**src/core/mission_cfg.svh**
```systemverilog
/*
 Constants for the mission control and transfer status logic.
 Assumes inclusion by bare name from files under core/.
*/
`ifndef MISSION_CFG_SVH
`define MISSION_CFG_SVH

// ==========================================================
// Timing
// ==========================================================
`define SECS_PER_MIN 6'd59
`define RATE_W 14
`define RATE_MIN 14'h0001
`define TIMER_W 16

// ==========================================================
// Datalog and counters
// ==========================================================
`define LOG_ADDR_W 13
`define LOG_LAST 13'h1fff
`define COUNT_W 24

// ==========================================================
// Address map
// ==========================================================
`define GP_LAST 16'h01ff
`define PW_FIRST 16'h0228
`define PW_LAST 16'h0237
`define READ_MASKED 8'h00

// ==========================================================
// Ending offset / status byte
// ==========================================================
`define EO_W 5
`define EO_FULL 5'h1f
`define ES_PF_BIT 5
`define ES_ZERO_BIT 6
`define ES_AA_BIT 7

// ==========================================================
// Alarm enables and flags: tl, th, dl, dh
// ==========================================================
`define ALARM_W 4

`endif

```
**src/core/mission_pkg.sv**
```systemverilog
/*
 Types for the mission control logic.
 Assumes nothing of its surroundings.
*/
package mission_pkg;

	typedef enum logic [2:0] {
		st_idle,
		st_delay,
		st_wait_alarm,
		st_stamp_pending,
		st_logging,
		st_full
	} mission_state_e;

endpackage

```
**src/core/interval_timer.sv**
```systemverilog
/*
 Interval timer in seconds or minutes, paced by the RTC seconds tick.
 Assumes sec_tick_in is a one-cycle pulse on clk_in.
*/
`timescale 1ns/1ps
`include "mission_cfg.svh"

module interval_timer (
	// Clock and reset
	input wire logic clk_in,
	input wire logic sys_rst_in,
	// Control
	input wire logic load_in,
	input wire logic run_in,
	input wire logic unit_min_in,
	input wire logic [`TIMER_W-1:0] period_in,
	input wire logic sec_tick_in,
	// Result
	output logic expire_out
);

	logic [`TIMER_W-1:0] cnt;
	logic [5:0] pre;
	logic [`TIMER_W-1:0] next_cnt;
	logic [5:0] next_pre;
	logic next_expire;
	logic unit_done;

	// ==========================================================
	// Countdown
	// ==========================================================
	always_comb begin
		next_cnt = cnt;
		next_pre = pre;
		next_expire = 1'b0;
		unit_done = 1'b0;
		if (load_in) begin
			next_cnt = period_in;
			next_pre = 6'h00;
		end else if (run_in && sec_tick_in) begin
			if (!unit_min_in || pre == `SECS_PER_MIN) begin
				unit_done = 1'b1;
				next_pre = 6'h00;
			end else begin
				next_pre = pre + 6'h01;
			end
			if (unit_done) begin
				// Zero period behaves as one unit
				if (cnt <= `TIMER_W'h0001) begin
					next_expire = 1'b1;
					next_cnt = period_in;
				end else begin
					next_cnt = cnt - `TIMER_W'h0001;
				end
			end
		end
	end

	always_ff @(posedge clk_in) begin
		if (sys_rst_in) begin
			cnt <= `TIMER_W'h0000;
			pre <= 6'h00;
			expire_out <= 1'b0;
		end else begin
			cnt <= next_cnt;
			pre <= next_pre;
			expire_out <= next_expire;
		end
	end

endmodule

```
**src/core/mission_control.sv**
```systemverilog
/*
 Mission control: start modes, sample timing, counters, rollover,
 alarm match for conditional search, access gating, transfer status.
 Assumes one-cycle command strobes
 and a one-cycle RTC seconds tick, all on clk_in.
*/
`timescale 1ns/1ps
`include "mission_cfg.svh"

// Contract
// - Enabled alarm seen: answer conditional search
// - Rollover wraps log; otherwise stop when full
// - Sample interval is 14-bit, 1 to 16383
// - Unit select: seconds at 1, minutes 0
// - Start sets active flag, clears cleared flag
// - Delay start: wait, stamp, log first
// - Delay start: each entry bumps both counters
// - Alarm start: wakes bump device counter only
// - Alarm sample logs; stamp one period later
// - General memory writable during a mission
// - Reads always allowed; passwords read zero
// - Master loads target address for transfer
// - Status byte read only, counts and reports
// - Low five bits hold ending offset
// - Copy runs only with ending offset 1Fh
// - Partial flag on non-byte bit count
// - Status bit six reads zero
// - Target low bits set scratchpad start offset
// - Copy sets authorization; new write clears it
module mission_control (
	// Clock and reset
	input wire logic clk_in,
	input wire logic sys_rst_in,
	// Mission setup
	input wire logic rollover_enable_in,
	input wire logic high_speed_sampling_select_in,
	input wire logic [`RATE_W-1:0] sample_rate_in,
	input wire logic [`TIMER_W-1:0] start_delay_in,
	input wire logic start_on_temp_alarm_in,
	input wire logic temperature_logging_enable_in,
	input wire logic [`ALARM_W-1:0] alarm_enable_in,
	// Commands
	input wire logic start_mission_in,
	input wire logic stop_mission_in,
	input wire logic clear_memory_in,
	// Timebase and alarm events
	input wire logic sec_tick_in,
	input wire logic [`ALARM_W-1:0] alarm_event_in,
	// Memory access
	input wire logic [15:0] mem_addr_in,
	input wire logic mem_wr_req_in,
	input wire logic [7:0] mem_rd_data_in,
	// Transfer status strobes
	input wire logic ta_low_wr_in,
	input wire logic ta_high_wr_in,
	input wire logic [7:0] ta_data_in,
	input wire logic sp_start_in,
	input wire logic sp_byte_in,
	input wire logic sp_end_in,
	input wire logic sp_partial_in,
	input wire logic copy_req_in,
	// Mission status
	output logic mission_active_flag_out,
	output logic memory_cleared_flag_out,
	output logic [`ALARM_W-1:0] alarm_flags_out,
	output logic cond_search_match_out,
	// Logging actions
	output logic wake_measure_out,
	output logic log_write_out,
	output logic [`LOG_ADDR_W-1:0] log_addr_out,
	output logic stamp_write_out,
	output logic [`COUNT_W-1:0] mission_samples_out,
	output logic [`COUNT_W-1:0] device_samples_out,
	// Memory access answers
	output logic mem_wr_allow_out,
	output logic [7:0] mem_rd_data_out,
	// Transfer status
	output logic [7:0] target_addr_low_out,
	output logic [7:0] target_addr_high_out,
	output logic [7:0] ending_offset_status_out,
	output logic [`EO_W-1:0] sp_offset_out,
	output logic copy_go_out,
	output logic copy_refused_out
);

	mission_pkg::mission_state_e state, next_state;
	logic next_mip, next_memory_cleared_flag;
	logic [`ALARM_W-1:0] next_alarm_flags;
	logic next_match, next_wake, next_log, next_stamp;
	logic [`LOG_ADDR_W-1:0] next_log_addr;
	logic [`COUNT_W-1:0] next_msc, next_dsc;
	logic next_wr_allow;
	logic [7:0] next_rd_data;
	logic delay_load, rate_load, delay_run, rate_run;
	logic delay_exp, rate_exp;
	logic [`TIMER_W-1:0] rate_period;
	logic temp_alarm_now;
	logic [7:0] ta_low, ta_high, es_byte;
	logic [`EO_W-1:0] sp_off;
	logic cp_go, cp_ref;

	// Counter step shared by both sample counters
	function automatic logic [`COUNT_W-1:0] bump(input logic [`COUNT_W-1:0] v);
		bump = v + `COUNT_W'h000001;
	endfunction

	// Address window test used by both access paths
	function automatic logic in_range(input logic [15:0] a, input logic [15:0] lo,
		input logic [15:0] hi);
		in_range = (a >= lo) && (a <= hi);
	endfunction

	// ==========================================================
	// Timers
	// ==========================================================
	// zero is outside range, treated as one
	always_comb begin
		rate_period = {{(`TIMER_W-`RATE_W){1'b0}}, sample_rate_in};
		if (sample_rate_in == `RATE_W'h0000) begin
			rate_period = {{(`TIMER_W-`RATE_W){1'b0}}, `RATE_MIN};
		end
	end

	interval_timer u_delay_timer (
		.clk_in(clk_in),
		.sys_rst_in(sys_rst_in),
		.load_in(delay_load),
		.run_in(delay_run),
		.unit_min_in(1'b1),
		.period_in(start_delay_in),
		.sec_tick_in(sec_tick_in),
		.expire_out(delay_exp)
	);

	// unit select picks seconds or minutes
	interval_timer u_rate_timer (
		.clk_in(clk_in),
		.sys_rst_in(sys_rst_in),
		.load_in(rate_load),
		.run_in(rate_run),
		.unit_min_in(!high_speed_sampling_select_in),
		.period_in(rate_period),
		.sec_tick_in(sec_tick_in),
		.expire_out(rate_exp)
	);

	// ==========================================================
	// Transfer status
	// ==========================================================
	transfer_status u_status (
		.clk_in(clk_in),
		.sys_rst_in(sys_rst_in),
		.ta_low_wr_in(ta_low_wr_in),
		.ta_high_wr_in(ta_high_wr_in),
		.ta_data_in(ta_data_in),
		.sp_start_in(sp_start_in),
		.sp_byte_in(sp_byte_in),
		.sp_end_in(sp_end_in),
		.sp_partial_in(sp_partial_in),
		.copy_req_in(copy_req_in),
		.target_addr_low(ta_low),
		.target_addr_high(ta_high),
		.es_byte(es_byte),
		.sp_offset(sp_off),
		.copy_go(cp_go),
		.copy_refused(cp_ref)
	);

	// ==========================================================
	// Mission sequencing
	// ==========================================================
	// Low and high temperature alarm events only
	assign temp_alarm_now = |alarm_event_in[1:0];

	always_comb begin
		next_state = state;
		next_mip = mission_active_flag_out;
		next_memory_cleared_flag = memory_cleared_flag_out;
		next_wake = 1'b0;
		next_log = 1'b0;
		next_stamp = 1'b0;
		next_log_addr = log_addr_out;
		next_msc = mission_samples_out;
		next_dsc = device_samples_out;
		delay_load = 1'b0;
		rate_load = 1'b0;
		delay_run = (state == mission_pkg::st_delay);
		rate_run = (state == mission_pkg::st_wait_alarm) ||
			(state == mission_pkg::st_stamp_pending) ||
			(state == mission_pkg::st_logging);
		case (state)
			mission_pkg::st_idle: begin
				if (start_mission_in) begin
					next_mip = 1'b1;
					next_memory_cleared_flag = 1'b0;
					next_log_addr = `LOG_ADDR_W'h0000;
					delay_load = 1'b1;
					next_state = mission_pkg::st_delay;
				end
			end
			mission_pkg::st_delay: begin
				// A zero delay starts on the first tick
				if (delay_exp || (start_delay_in == `TIMER_W'h0000 && sec_tick_in)) begin
					rate_load = 1'b1;
					if (start_on_temp_alarm_in && temperature_logging_enable_in) begin
						next_state = mission_pkg::st_wait_alarm;
					end else begin
						next_stamp = 1'b1;
						next_log = 1'b1;
						next_msc = bump(mission_samples_out);
						next_dsc = bump(device_samples_out);
						next_state = mission_pkg::st_logging;
					end
				end
			end
			mission_pkg::st_wait_alarm: begin
				if (rate_exp) begin
					next_wake = 1'b1;
					next_dsc = bump(device_samples_out);
					next_state = mission_pkg::st_wait_alarm;
				end
				if (temp_alarm_now) begin
					// alarm sample logs, mission count held
					next_log = 1'b1;
					rate_load = 1'b1;
					next_state = mission_pkg::st_stamp_pending;
				end
			end
			mission_pkg::st_stamp_pending: begin
				if (rate_exp) begin
					next_stamp = 1'b1;
					next_wake = 1'b1;
					next_log = 1'b1;
					next_msc = bump(mission_samples_out);
					next_dsc = bump(device_samples_out);
					next_state = mission_pkg::st_logging;
				end
			end
			mission_pkg::st_logging: begin
				if (rate_exp) begin
					next_wake = 1'b1;
					next_log = 1'b1;
					next_msc = bump(mission_samples_out);
					next_dsc = bump(device_samples_out);
				end
			end
			mission_pkg::st_full: begin
				next_state = mission_pkg::st_full;
			end
			default: begin
				next_state = mission_pkg::st_idle;
			end
		endcase
		// Address advances after each written entry
		if (log_write_out) begin
			if (log_addr_out == `LOG_LAST) begin
				if (rollover_enable_in) begin
					next_log_addr = `LOG_ADDR_W'h0000;
				end else begin
					next_state = mission_pkg::st_full;
					next_log = 1'b0;
				end
			end else begin
				next_log_addr = log_addr_out + `LOG_ADDR_W'h0001;
			end
		end
		if (state == mission_pkg::st_full) begin
			next_log = 1'b0;
			next_wake = 1'b0;
			next_stamp = 1'b0;
			next_msc = mission_samples_out;
			next_dsc = device_samples_out;
		end
		if (stop_mission_in && mission_active_flag_out) begin
			next_mip = 1'b0;
			next_state = mission_pkg::st_idle;
			next_log = 1'b0;
		end
		// Clear only while idle; wipes what a new mission needs
		if (clear_memory_in && !mission_active_flag_out) begin
			next_memory_cleared_flag = 1'b1;
			next_msc = `COUNT_W'h000000;
			next_log_addr = `LOG_ADDR_W'h0000;
		end
	end

	// ==========================================================
	// Alarms and memory access
	// ==========================================================
	always_comb begin
		next_alarm_flags = alarm_flags_out;
		if (clear_memory_in && !mission_active_flag_out) begin
			next_alarm_flags = {`ALARM_W{1'b0}};
		end
		// Set beats clear in the same cycle
		if (mission_active_flag_out) begin
			next_alarm_flags = next_alarm_flags | (alarm_event_in & alarm_enable_in);
		end
		// enabled alarm seen makes device answer
		next_match = |(next_alarm_flags & alarm_enable_in);
		// general memory stays writable in mission
		next_wr_allow = mem_wr_req_in &&
			(!mission_active_flag_out || in_range(mem_addr_in, 16'h0000, `GP_LAST));
		next_rd_data = mem_rd_data_in;
		if (in_range(mem_addr_in, `PW_FIRST, `PW_LAST)) begin
			next_rd_data = `READ_MASKED;
		end
	end

	always_ff @(posedge clk_in) begin
		if (sys_rst_in) begin
			state <= mission_pkg::st_idle;
			mission_active_flag_out <= 1'b0;
			memory_cleared_flag_out <= 1'b0;
			alarm_flags_out <= {`ALARM_W{1'b0}};
			cond_search_match_out <= 1'b0;
			wake_measure_out <= 1'b0;
			log_write_out <= 1'b0;
			log_addr_out <= `LOG_ADDR_W'h0000;
			stamp_write_out <= 1'b0;
			mission_samples_out <= `COUNT_W'h000000;
			device_samples_out <= `COUNT_W'h000000;
			mem_wr_allow_out <= 1'b0;
			mem_rd_data_out <= 8'h00;
			target_addr_low_out <= 8'h00;
			target_addr_high_out <= 8'h00;
			ending_offset_status_out <= 8'h00;
			sp_offset_out <= `EO_W'h00;
			copy_go_out <= 1'b0;
			copy_refused_out <= 1'b0;
		end else begin
			state <= next_state;
			mission_active_flag_out <= next_mip;
			memory_cleared_flag_out <= next_memory_cleared_flag;
			alarm_flags_out <= next_alarm_flags;
			cond_search_match_out <= next_match;
			wake_measure_out <= next_wake;
			log_write_out <= next_log;
			log_addr_out <= next_log_addr;
			stamp_write_out <= next_stamp;
			mission_samples_out <= next_msc;
			device_samples_out <= next_dsc;
			mem_wr_allow_out <= next_wr_allow;
			mem_rd_data_out <= next_rd_data;
			target_addr_low_out <= ta_low;
			target_addr_high_out <= ta_high;
			ending_offset_status_out <= es_byte;
			sp_offset_out <= sp_off;
			copy_go_out <= cp_go;
			copy_refused_out <= cp_ref;
		end
	end

endmodule

```
**src/core/transfer_status.sv**
```systemverilog
/*
 Target address bytes and ending offset / status byte.
 Assumes the bus engine presents decoded, same-clock strobes.
*/
`timescale 1ns/1ps
`include "mission_cfg.svh"

module transfer_status (
	// Clock and reset
	input wire logic clk_in,
	input wire logic sys_rst_in,
	// Target address loads
	input wire logic ta_low_wr_in,
	input wire logic ta_high_wr_in,
	input wire logic [7:0] ta_data_in,
	// Scratchpad write
	input wire logic sp_start_in,
	input wire logic sp_byte_in,
	input wire logic sp_end_in,
	input wire logic sp_partial_in,
	// Copy
	input wire logic copy_req_in,
	// State
	output logic [7:0] target_addr_low,
	output logic [7:0] target_addr_high,
	output logic [7:0] es_byte,
	output logic [`EO_W-1:0] sp_offset,
	output logic copy_go,
	output logic copy_refused
);

	logic [`EO_W-1:0] eo;
	logic pf;
	logic aa;
	logic any_byte;
	logic [`EO_W-1:0] next_eo, next_off;
	logic [7:0] next_ta_low, next_ta_high;
	logic next_pf, next_aa, next_any, next_go, next_ref;

	// byte is read only, built here
	always_comb begin
		es_byte = 8'h00;
		es_byte[`EO_W-1:0] = eo;
		es_byte[`ES_PF_BIT] = pf;
		es_byte[`ES_ZERO_BIT] = 1'b0;
		es_byte[`ES_AA_BIT] = aa;
	end

	// ==========================================================
	// Next state
	// ==========================================================
	always_comb begin
		next_ta_low = target_addr_low;
		next_ta_high = target_addr_high;
		next_eo = eo;
		next_pf = pf;
		next_aa = aa;
		next_off = sp_offset;
		next_any = any_byte;
		next_go = 1'b0;
		next_ref = 1'b0;
		if (ta_low_wr_in) begin
			next_ta_low = ta_data_in;
		end
		if (ta_high_wr_in) begin
			next_ta_high = ta_data_in;
		end
		if (sp_start_in) begin
			next_off = target_addr_low[`EO_W-1:0];
			next_eo = target_addr_low[`EO_W-1:0];
			next_pf = 1'b0;
			next_any = 1'b0;
			next_aa = 1'b0;
		end else if (sp_byte_in) begin
			// last byte written sets ending offset
			next_eo = sp_offset;
			next_any = 1'b1;
			if (sp_offset != `EO_FULL) begin
				next_off = sp_offset + `EO_W'h01;
			end
		end
		if (sp_end_in && sp_partial_in) begin
			next_pf = 1'b1;
		end
		if (copy_req_in) begin
			// copy only at full ending offset
			if (eo == `EO_FULL && any_byte) begin
				next_go = 1'b1;
				next_aa = 1'b1;
			end else begin
				next_ref = 1'b1;
			end
		end
	end

	always_ff @(posedge clk_in) begin
		if (sys_rst_in) begin
			target_addr_low <= 8'h00;
			target_addr_high <= 8'h00;
			eo <= `EO_W'h00;
			pf <= 1'b0;
			aa <= 1'b0;
			sp_offset <= `EO_W'h00;
			any_byte <= 1'b0;
			copy_go <= 1'b0;
			copy_refused <= 1'b0;
		end else begin
			target_addr_low <= next_ta_low;
			target_addr_high <= next_ta_high;
			eo <= next_eo;
			pf <= next_pf;
			aa <= next_aa;
			sp_offset <= next_off;
			any_byte <= next_any;
			copy_go <= next_go;
			copy_refused <= next_ref;
		end
	end

endmodule

```
**config.mk**
```make
export PLATFORM = sky130hd
export DESIGN_NAME = mission_control
export DESIGN_NICKNAME = d
export VERILOG_FILES = /design/src/core/mission_pkg.sv /design/src/core/interval_timer.sv /design/src/core/mission_control.sv /design/src/core/transfer_status.sv
export VERILOG_INCLUDE_DIRS = /design/src /design/src/core
export SDC_FILE = /design/constraint.sdc
export NUM_CORES = 1
export LEC_CHECK = 0
export BUFFER_PORTS_ARGS = -buffer_cell sky130_fd_sc_hd__buf_2
export CAP_MARGIN = 20
export CORE_ASPECT_RATIO = 0.5
export CORE_MARGIN = 1
export CORE_UTILIZATION = 59
export DETAILED_ROUTE_END_ITERATION = 8
export PLACE_DENSITY = 0.85
export REMOVE_ABC_BUFFERS = 1
export SLEW_MARGIN = 15
export SYNTH_ARGS = -nofsm -noshare
export SYNTH_HDL_FRONTEND = slang
export SYNTH_HIERARCHICAL = 1
export SYNTH_SLANG_ARGS = --single-unit
```
**constraint.sdc**
```tcl
create_clock -name clk_in -period 5.43 [get_ports clk_in]
set_input_delay 1.086 -clock clk_in [delete_from_list [all_inputs] [get_ports clk_in]]
set_output_delay 1.086 -clock clk_in [all_outputs]
set_load 0.005 [all_outputs]
```
==> flow_summary.yaml, run 1 <==
final_layout:
  num_antenna_cells: 0
  fillers: 1212
  areaGrowthSynthToFinish_pct: 15.60
  nets: 1327
  fin_util_pct: 69.72
  layoutNonFillerInstCount: 1445
  layout-drive-gt1-share_pct: 22.32
  design_area_um2: 10750
  multi_input_comb_area_um2: 4951
  seqCellArea_um2: 3824
critical_path:
  worstPathRequired_ns: 5.78
  slowest_delay_ns: 0.67
  startpoint_type: "primary input"
  worst-endpoint-arrival_ns: 3.86
  end_kind: "flip-flop"
  cp.buffers_inverters: 1
  critPathTopFamily: "compound AO/OA/AOI/OAI gates"
  crit_chain: "buf_2 -> nor4_1 -> nand3_1 -> o21bai_1 -> a21oi_1 -> nor2_1 -> a21o_1 -> or4b_1 -> o21ai_1 -> a211oi_2"
  cp_slowest_cell: "a21o_1"
  crit_fanout: 27
  path_class: "in2reg"
logic_synthesis:
  synth_area_per_cell_um2: 8.576
  synthFlopType: "dfxtp_1"
  synth_edf_count: 0
  synth_cell_type_count: 78
  ys_seq_area_share_pct: 41.13
  syn_inst: 1084
  ys_seq_elements: 191
  yosysWarnings: 6
  synth_area_um2: 9296
  async_flop_share_pct: 0
clock_network:
  cts_tree: "done"
  clockBufferDepth: 2
  clock_sink_count: 191
  clk_root_buffer_cell: "clkbuf_16"
  insertion_delay_ns: 0.43
  cts_hold_buf: 0
  path_clk_slew_ns: 0.08
  htreeDepth: 4
  postCtsSetupRepairBufs: 0
  cts_resized: 0
  cts_buffers: 17
placed_design:
  dp_slack_ns: 1.565
  gp_congestion: 0.8698
  placed_cells: 1412
  dp_hpwl_um: 15420
  port_buffers: 195
  dpl-instance-area_um2: 10150
sta:
  tightest_slew_ns: 0.9256
  holdWs_ns: 0.4485
  hold_viol: 0
  max_freq_ghz: 0.2849
  slew_headroom_pct: 38.29
  setup_slack_ns: 1.920
  setup_tns_ns: 0
  period_needed_ns: 3.510
  setup_viol: 0
  fin_crit_sh_pct: 64.65
  rsz0062_at_grt: "false"
  slew_violations: 0
  finClkSkew_ns: 0.01309
floorplan:
  pin_count: 199
  die_y_um: 90.76
  row_count: 32
  coreArea_um2: 15410
  die_w_um: 179.5
  start_util_pct: 60.31
  die_area_um2: 16290
status:
  violations: "design-rule violations"
  outcome: "finished with violations"
power:
  power.density_nw_per_um2: 301.4
  clkPwrFrac_pct: 38.9
  vdd_ir_drop_max_uv: 221.3
  p_comb_share_pct: 14.6
  p_switching_uw: 884.5
  swShare_pct: 27.31
  internal_power_mw: 2.355
  seqPwrFrac_pct: 46.5
  finalPower_mw: 3.239
  p_leak_nw: 4.370
route:
  vias: 8627
  postRouteAntennaNets: 0
  drtIter0Drc: 743
  drc: 10
  detail_route.wirelength_um: 22120
  vias_per_cell: 5.970
  drt_first_pass_iters: 7
  routedWlPerCell_um: 15.30
grt:
  grt_overflow: 0
  grt_usage_pct: 26.97
  grt_start_max_net_pins: 69
  grt_pass1_vias: 7807
  grt_antenna_before_repair: 0
  grt_pass1_wl_um: 36650
min_path:
  min_path_type: "reg2reg"
run:
  max_cap_violations: 0
-- final timing paths --
check | endpoint | cells past startpoint | start | slack (ns)
min | copy_go_out | 1 | u_status/copy_go | 0.45
max reg2reg | u_rate_timer/cnt[10] | 8 | state[1] | 2.73
max | u_rate_timer/cnt[10] | 10 | start_delay_in[8] | 1.92
min reg2reg | copy_go_out | 1 | u_status/copy_go | 0.45
-- registers in the layout, indices dropped and copies added (netlist names), 3 cells and up --
name	cells
sp_offset_out	5
u_status/sp_offset	5
target_addr_low_out	8
log_addr_out	13
u_rate_timer/pre	6
u_delay_timer/cnt	16
u_rate_timer/cnt	16
target_addr_high_out	8
ending_offset_status_out	8
alarm_flags_out	4
u_status/eo	5
state	3
mission_samples_out	24
mem_rd_data_out	8
u_status/target_addr_low	8
device_samples_out	24
u_delay_timer/pre	6
u_status/target_addr_high	8
-- cells in the mapped netlist (7+ instances only) --
master	count	share of area, %
or3_1	13	0.87
o211ai_1	8	0.65
buf_6	9	1.1
a31oi_1	10	0.67
nand3_1	37	2.0
a21oi_1	91	4.9
nand2b_1	12	0.81
o31ai_1	32	2.6
buf_2	16	0.86
nand2_1	74	3.0
nor4_1	12	0.81
nand3b_1	8	0.65
inv_1	29	1.2
and4_1	8	0.75
and3_1	7	0.47
clkbuf_1	41	1.7
mux2i_1	31	3.3
nor2b_1	37	2.5
nor3_1	32	1.7
xor2_1	9	0.85
o21ai_0	54	2.9
nand4_1	24	1.6
ha_1	11	1.5
or4_1	34	2.7
xnor2_1	8	0.75
a21o_1	15	1.2
dfxtp_1	191	41
and2_1	16	1.1
nor2_1	91	3.7
-- cell type report --
class                   count  share of cell area [%]
multi-input cells         788                   46.07
repair buffers            200                   9.454
clock buffers              21                   4.285
inverters                  30                   1.048
well taps                 204                   2.375
flip-flops and latches    191                   35.58
clock inverters            11                   1.188
-- worst reg2reg max path, cell delays in order (launching register included) --
cell and delay (ns):
dfxtp_1 0.64, inv_1 0.12, nor2_1 0.15, a21oi_1 0.06
nor2_1 0.44, a21o_1 0.67, or4b_1 0.22, o21ai_1 0.07
a211oi_2 0.25
-- power by group through the flow --
stage               registers (mW)  logic [mW]  clock network [mW]
detailed placement            1.54       0.465                   0
floorplan                     1.53       0.313                   0
finish                        1.51       0.473                1.26
global placement              1.53       0.447                   0
CTS                           1.51       0.466                1.27
global route                  1.51       0.522                1.34
-- layer usage --
| metal | global-route usage, % | up-vias | wire (um) |
|---|---|---|---|
| li1 | - | 4228 | - |
| met1 | 33.55 | 4082 | 9656 |
| met2 | 45.80 | 282 | 10660 |
| met3 | 6.371 | 35 | 1441 |
| met4 | 9.698 | 0 | 352 |
| met5 | 0 | - | 0 |
-- cell usage in the layout, fill, tap and decap left out, drive strengths merged, types with 34 or more instances in the layout --
master,count
nand3,38
o21ai,57
nor2,91
or4,34
dfxtp,191
inv,34
nand2,76
nor2b,37
buf,200
a21oi,97
-- kinds of logic (layout without fill, tap and decap cells) --
group | count (synthesis) | after routing | share of synthesized area [%]
AOI/OAI and AO/OA | 280 | 280 | 19.48
xor gates and xnor gates | 17 | 17 | 1.602
adders and majority gates | 11 | 11 | 1.480
buffers and inverters | 106 | 262 | 5.693
DFF | 191 | 191 | 41.13
muxes | 32 | 32 | 3.459
other | 3 | 4 | 0.1211
and+or+nand+nor | 444 | 444 | 27.04
Power figures use the tool's default switching activity.
==> run 2: changes to the inputs <==
--- a/config.mk
+++ b/config.mk
@@ -10,9 +10,9 @@
 export CAP_MARGIN = 20
 export CORE_ASPECT_RATIO = 0.5
 export CORE_MARGIN = 1
-export CORE_UTILIZATION = 59
+export CORE_UTILIZATION = 50
 export DETAILED_ROUTE_END_ITERATION = 8
-export PLACE_DENSITY = 0.85
+export PLACE_DENSITY = 0.77
 export REMOVE_ABC_BUFFERS = 1
 export SLEW_MARGIN = 15
 export SYNTH_ARGS = -nofsm -noshare
==> constraint.sdc (replaced) <==
create_clock -name clk_in -period 3.1 [get_ports clk_in]
set_input_delay 0.62 -clock clk_in [delete_from_list [all_inputs] [get_ports clk_in]]
set_output_delay 0.62 -clock clk_in [all_outputs]
set_load 0.005 [all_outputs]
==> flow_summary.yaml, run 2 (synthesis gave the netlist of run 1 again) <==
status:
  outcome: "completed"
sta:
  setup_viol: 0
  finClkSkew_ns: 0.01104
  setup_slack_ns: 0.4033
  tightest_slew_ns: 1.053
  slew_violations: 0
  slew_headroom_pct: 29.82
  rsz0062_at_grt: "false"
  hold_viol: 0
  period_needed_ns: 2.697
  setup_tns_ns: 0
  max_freq_ghz: 0.3708
  fin_crit_sh_pct: 86.99
critical_path:
  crit_top_cell: "a21oi_1"
  worstPathRequired_ns: 3.45
  r2r_slack_ns: 0.40
  crit_chain: "nor2_1 -> a21o_1 -> and2_1 -> a21oi_1 -> buf_4 -> a21oi_1 -> nor4_2"
  cp.buffers_inverters: 1
  crit_fanout: 18
  worst-endpoint-arrival_ns: 3.04
  slowest_delay_ns: 0.85
  startpoint_type: "flip-flop"
  cp_slowest_cell: "a21oi_1"
  critPathTopFamily: "compound AO/OA/AOI/OAI gates"
  path_class: "reg2reg"
  end_kind: "flip-flop"
final_layout:
  areaGrowthSynthToFinish_pct: 16.88
  layoutNonFillerInstCount: 1488
  seqCellArea_um2: 3824
  layout-drive-gt1-share_pct: 23.14
  multi_input_comb_area_um2: 4951
  fin_util_pct: 61.10
  fillers: 1592
  nets: 1339
  final_common_cell: "buf_2"
  layout_common_cells: "194 x buf_2, 191 x dfxtp_1, 91 x nor2_1, 90 x a21oi_1, 74 x nand2_1"
  top_regs: "device_samples_out: 24 flops, mission_samples_out: 24 flops"
grt:
  grt_pass1_wl_um: 37200
  grt_usage_pct: 23.29
  grt_start_max_net_pins: 55
  grt_antenna_before_repair: 0
  grt_pass1_vias: 7891
  grt_overflow: 0
power:
  seqPwrFrac_pct: 46.9
  power.density_nw_per_um2: 516.7
  p_switching_mw: 1.632
  clkPwrFrac_pct: 38.1
  swShare_pct: 29.06
  p_leak_nw: 4.435
  finalPower_mw: 5.614
  vdd_ir_drop_max_uv: 392.0
  internal_power_mw: 3.982
  p_comb_share_pct: 15.0
route:
  vias: 8497
  drtIter0Drc: 437
  detail_route.wirelength_um: 22320
  drt_first_pass_iters: 5
  postRouteAntennaNets: 0
  vias_per_cell: 5.710
  routedWlPerCell_um: 15.00
  drc: 0
clock_network:
  clock_sink_count: 191
  cts_hold_buf: 0
  postCtsSetupRepairBufs: 0
  htreeDepth: 4
  cts_buffers: 17
  path_clk_slew_ns: 0.08
  clockBufferDepth: 2
  cts_tree: "done"
  insertion_delay_ns: 0.43
  clk_root_buffer_cell: "clkbuf_16"
  cts_resized: 0
floorplan:
  pin_count: 199
  die_y_um: 98.42
  row_count: 34
  die_area_um2: 19180
  start_util_pct: 52.28
  die_w_um: 194.8
  coreArea_um2: 17780
placed_design:
  placed_cells: 1455
  dp_hpwl_um: 15840
  dp_slack_ns: 0.1970
  port_buffers: 195
  gp_congestion: 0.8894
min_path:
  min_path_type: "in2reg"
run:
  max_cap_violations: 0
==> run 2: changes by cell type in the layout (fill, tap and decap cells not counted), sizes merged <==
cell	previous run	this run
clkinvlp	3	0
clkbuf	21	19
bufinv	2	0
buf	200	212
clkinv	2	6
diode	0	1
inv	34	37
==> run 2: worst paths after layout <==
kind                                         from                   to  depth (start not counted)
worst min-delay path            mem_rd_data_in[4]   mem_rd_data_out[4]                          2
worst max register to register           state[1]  u_rate_timer/cnt[9]                          7
worst max-delay path                     state[1]  u_rate_timer/cnt[9]                          7
worst min register to register   u_status/copy_go          copy_go_out                          1
==> run 2: through the flow <==
stage | area (um2) | hold slack, ns
final | 10870 | 0.3854
after CTS | 10860 | 0.3676
after detailed placement | 10300 | 0.4405
after global routing | 10860 | 0.3664
after global placement | 10300 | 0.4321
after floorplan | 8884 | 0.4138
==> run 2: metal layers <==
metal	part of all wire (%)	routed length, um	track usage, %
met5	0	0	0
met4	1.1	237	6.541
met1	46	10300	29.59
met2	49	10850	40.69
met3	4.2	940	4.381
==> run 2: worst reg2reg max path: cells and delay by family, from the launching register on <==
family / cells / cell delay, ns
AOI/OAI and AO/OA: 3 / 1.10
buffers and inverters: 1 / 0.27
DFF: 1 / 0.66
and+or+nand+nor: 3 / 0.59
==> run 2: cell type report <==
| class | instances | area share (%) |
|---|---|---|
| well taps | 234 | 2.695 |
| clock buffers | 19 | 4.076 |
| repair buffers | 212 | 10.29 |
| diodes | 1 | 0.02303 |
| multi-input cells | 788 | 45.57 |
| clock inverters | 13 | 1.117 |
| flip-flops and latches | 191 | 35.19 |
| inverters | 30 | 1.036 |
==> run 2: power by group through the flow <==
stage / registers [mW] / logic (mW) / clock network, mW
3_5_place_dp: 2.69 / 0.834 / 0
2_1_floorplan: 2.68 / 0.548 / 0
5_1_grt: 2.65 / 0.937 / 2.27
4_1_cts: 2.63 / 0.838 / 2.18
6_report: 2.63 / 0.840 / 2.14
3_3_place_gp: 2.68 / 0.813 / 0
==> run 3: changes to the inputs <==
--- a/config.mk
+++ b/config.mk
@@ -12,7 +12,7 @@
 export CORE_MARGIN = 1
 export CORE_UTILIZATION = 50
 export DETAILED_ROUTE_END_ITERATION = 8
-export PLACE_DENSITY = 0.77
+export PLACE_DENSITY = 0.75
 export REMOVE_ABC_BUFFERS = 1
 export SLEW_MARGIN = 15
 export SYNTH_ARGS = -nofsm -noshare
==> flow_summary.yaml, run 3 (synthesis gave the netlist of run 1 again) <==
floorplan:
  coreArea_um2: 17780
  die_area_um2: 19180
  die_w_um: 194.8
  row_count: 34
  start_util_pct: 52.28
  pin_count: 199
  die_y_um: 98.42
clock_network:
  cts_buffers: 17
  cts_tree: "done"
  clock_sink_count: 191
  postCtsSetupRepairBufs: 0
  insertion_delay_ns: 0.43
  cts_hold_buf: 0
  path_clk_slew_ns: 0.07
  cts_resized: 0
  clockBufferDepth: 2
  clk_root_buffer_cell: "clkbuf_16"
  htreeDepth: 4
grt:
  grt_overflow: 0
  grt_pass1_vias: 7916
  grt_antenna_before_repair: 0
  grt_pass1_wl_um: 37390
  grt_start_max_net_pins: 49
  grt_usage_pct: 23.51
route:
  routedWlPerCell_um: 15.12
  drc: 0
  postRouteAntennaNets: 0
  vias_per_cell: 5.707
  drtIter0Drc: 411
  drt_first_pass_iters: 5
  vias: 8509
  detail_route.wirelength_um: 22550
critical_path:
  worst-endpoint-arrival_ns: 2.95
  cp_slowest_cell: "a21oi_1"
  slowest_delay_ns: 0.64
  path_class: "reg2reg"
  worstPathRequired_ns: 3.45
  crit_chain: "inv_1 -> o21ai_0 -> nor2_1 -> a21oi_1 -> nor2_1 -> buf_4 -> a21oi_1 -> buf_4 -> a21oi_1 -> nor4_2"
  end_kind: "flip-flop"
  cp.buffers_inverters: 3
  crit_fanout: 12
  critPathTopFamily: "compound AO/OA/AOI/OAI gates"
  startpoint_type: "flip-flop"
  crit_top_cell: "a21oi_1"
placed_design:
  gp_congestion: 0.8620
  dp_slack_ns: 0.2374
  port_buffers: 195
  dpl-instance-area_um2: 10310
  dp_hpwl_um: 15950
  placed_cells: 1458
sta:
  rsz0062_at_grt: "false"
  slew_violations: 0
  hold_viol: 0
  setup_slack_ns: 0.5010
  setup_tns_ns: 0
  max_freq_ghz: 0.3848
  slew_headroom_pct: 38.89
  fin_crit_sh_pct: 83.84
  finClkSkew_ns: 0.01031
  tightest_slew_ns: 0.9167
  period_needed_ns: 2.599
  holdWs_ns: 0.3823
  setup_viol: 0
final_layout:
  final_common_cell: "buf_2"
  layout-drive-gt1-share_pct: 23.33
  layout_common_cells: "194 x buf_2, 191 x dfxtp_1, 91 x nor2_1, 90 x a21oi_1, 74 x nand2_1"
  nets: 1342
  areaGrowthSynthToFinish_pct: 17.64
  layoutNonFillerInstCount: 1491
  design_area_um2: 10940
  fin_util_pct: 61.50
  top_regs: "device_samples_out: 24 flops, mission_samples_out: 24 flops"
run:
  max_cap_violations: 0
power:
  finalPower_mw: 5.837
  p_leak_nw: 4.465
  vdd_ir_drop_max_uv: 424.6
  power.density_nw_per_um2: 533.7
status:
  outcome: "completed"
min_path:
  min_path_type: "in2reg"
run 3: power by group:
part	leakage [nW]	total (mW)	switching, mW	internal [mW]
combinational	2.61	0.868	0.508	0.360
clock	0.304	2.33	1.03	1.30
sequential	1.55	2.63	0.0851	2.55
total	4.47	5.84	1.62	4.21
run 3: path summary, 6_finish.rpt:
path / slack [ns] / end / cells past startpoint / start
worst max-delay path: 0.50 / u_rate_timer/cnt[9] / 10 / state[0]
worst min-delay path: 0.38 / mem_rd_data_out[2] / 2 / mem_rd_data_in[2]
worst max register to register: 0.50 / u_rate_timer/cnt[9] / 10 / state[0]
worst min register to register: 0.44 / copy_go_out / 1 / u_status/copy_go
run 3: metal layers:
layer  GRT usage [%]  up-vias  wire [um]
met2           40.12      201      10740
met3           5.133       20       1176
met5               0        -          0
met1           30.07     4039      10400
li1                -     4249          -
met4           6.905        0        234
run 3: area by class of cell:
cell class / count / area, um2
Antenna cell: 1 / 2.502
Clock inverter: 14 / 196.4
Sequential cell: 191 / 3824
Tap cell: 234 / 292.8
Fill cell: 1554 / 6845
Clock buffer: 18 / 429.2
Timing Repair Buffer: 215 / 1129
Multi-Input combinational cell: 788 / 4951
Inverter: 30 / 112.6
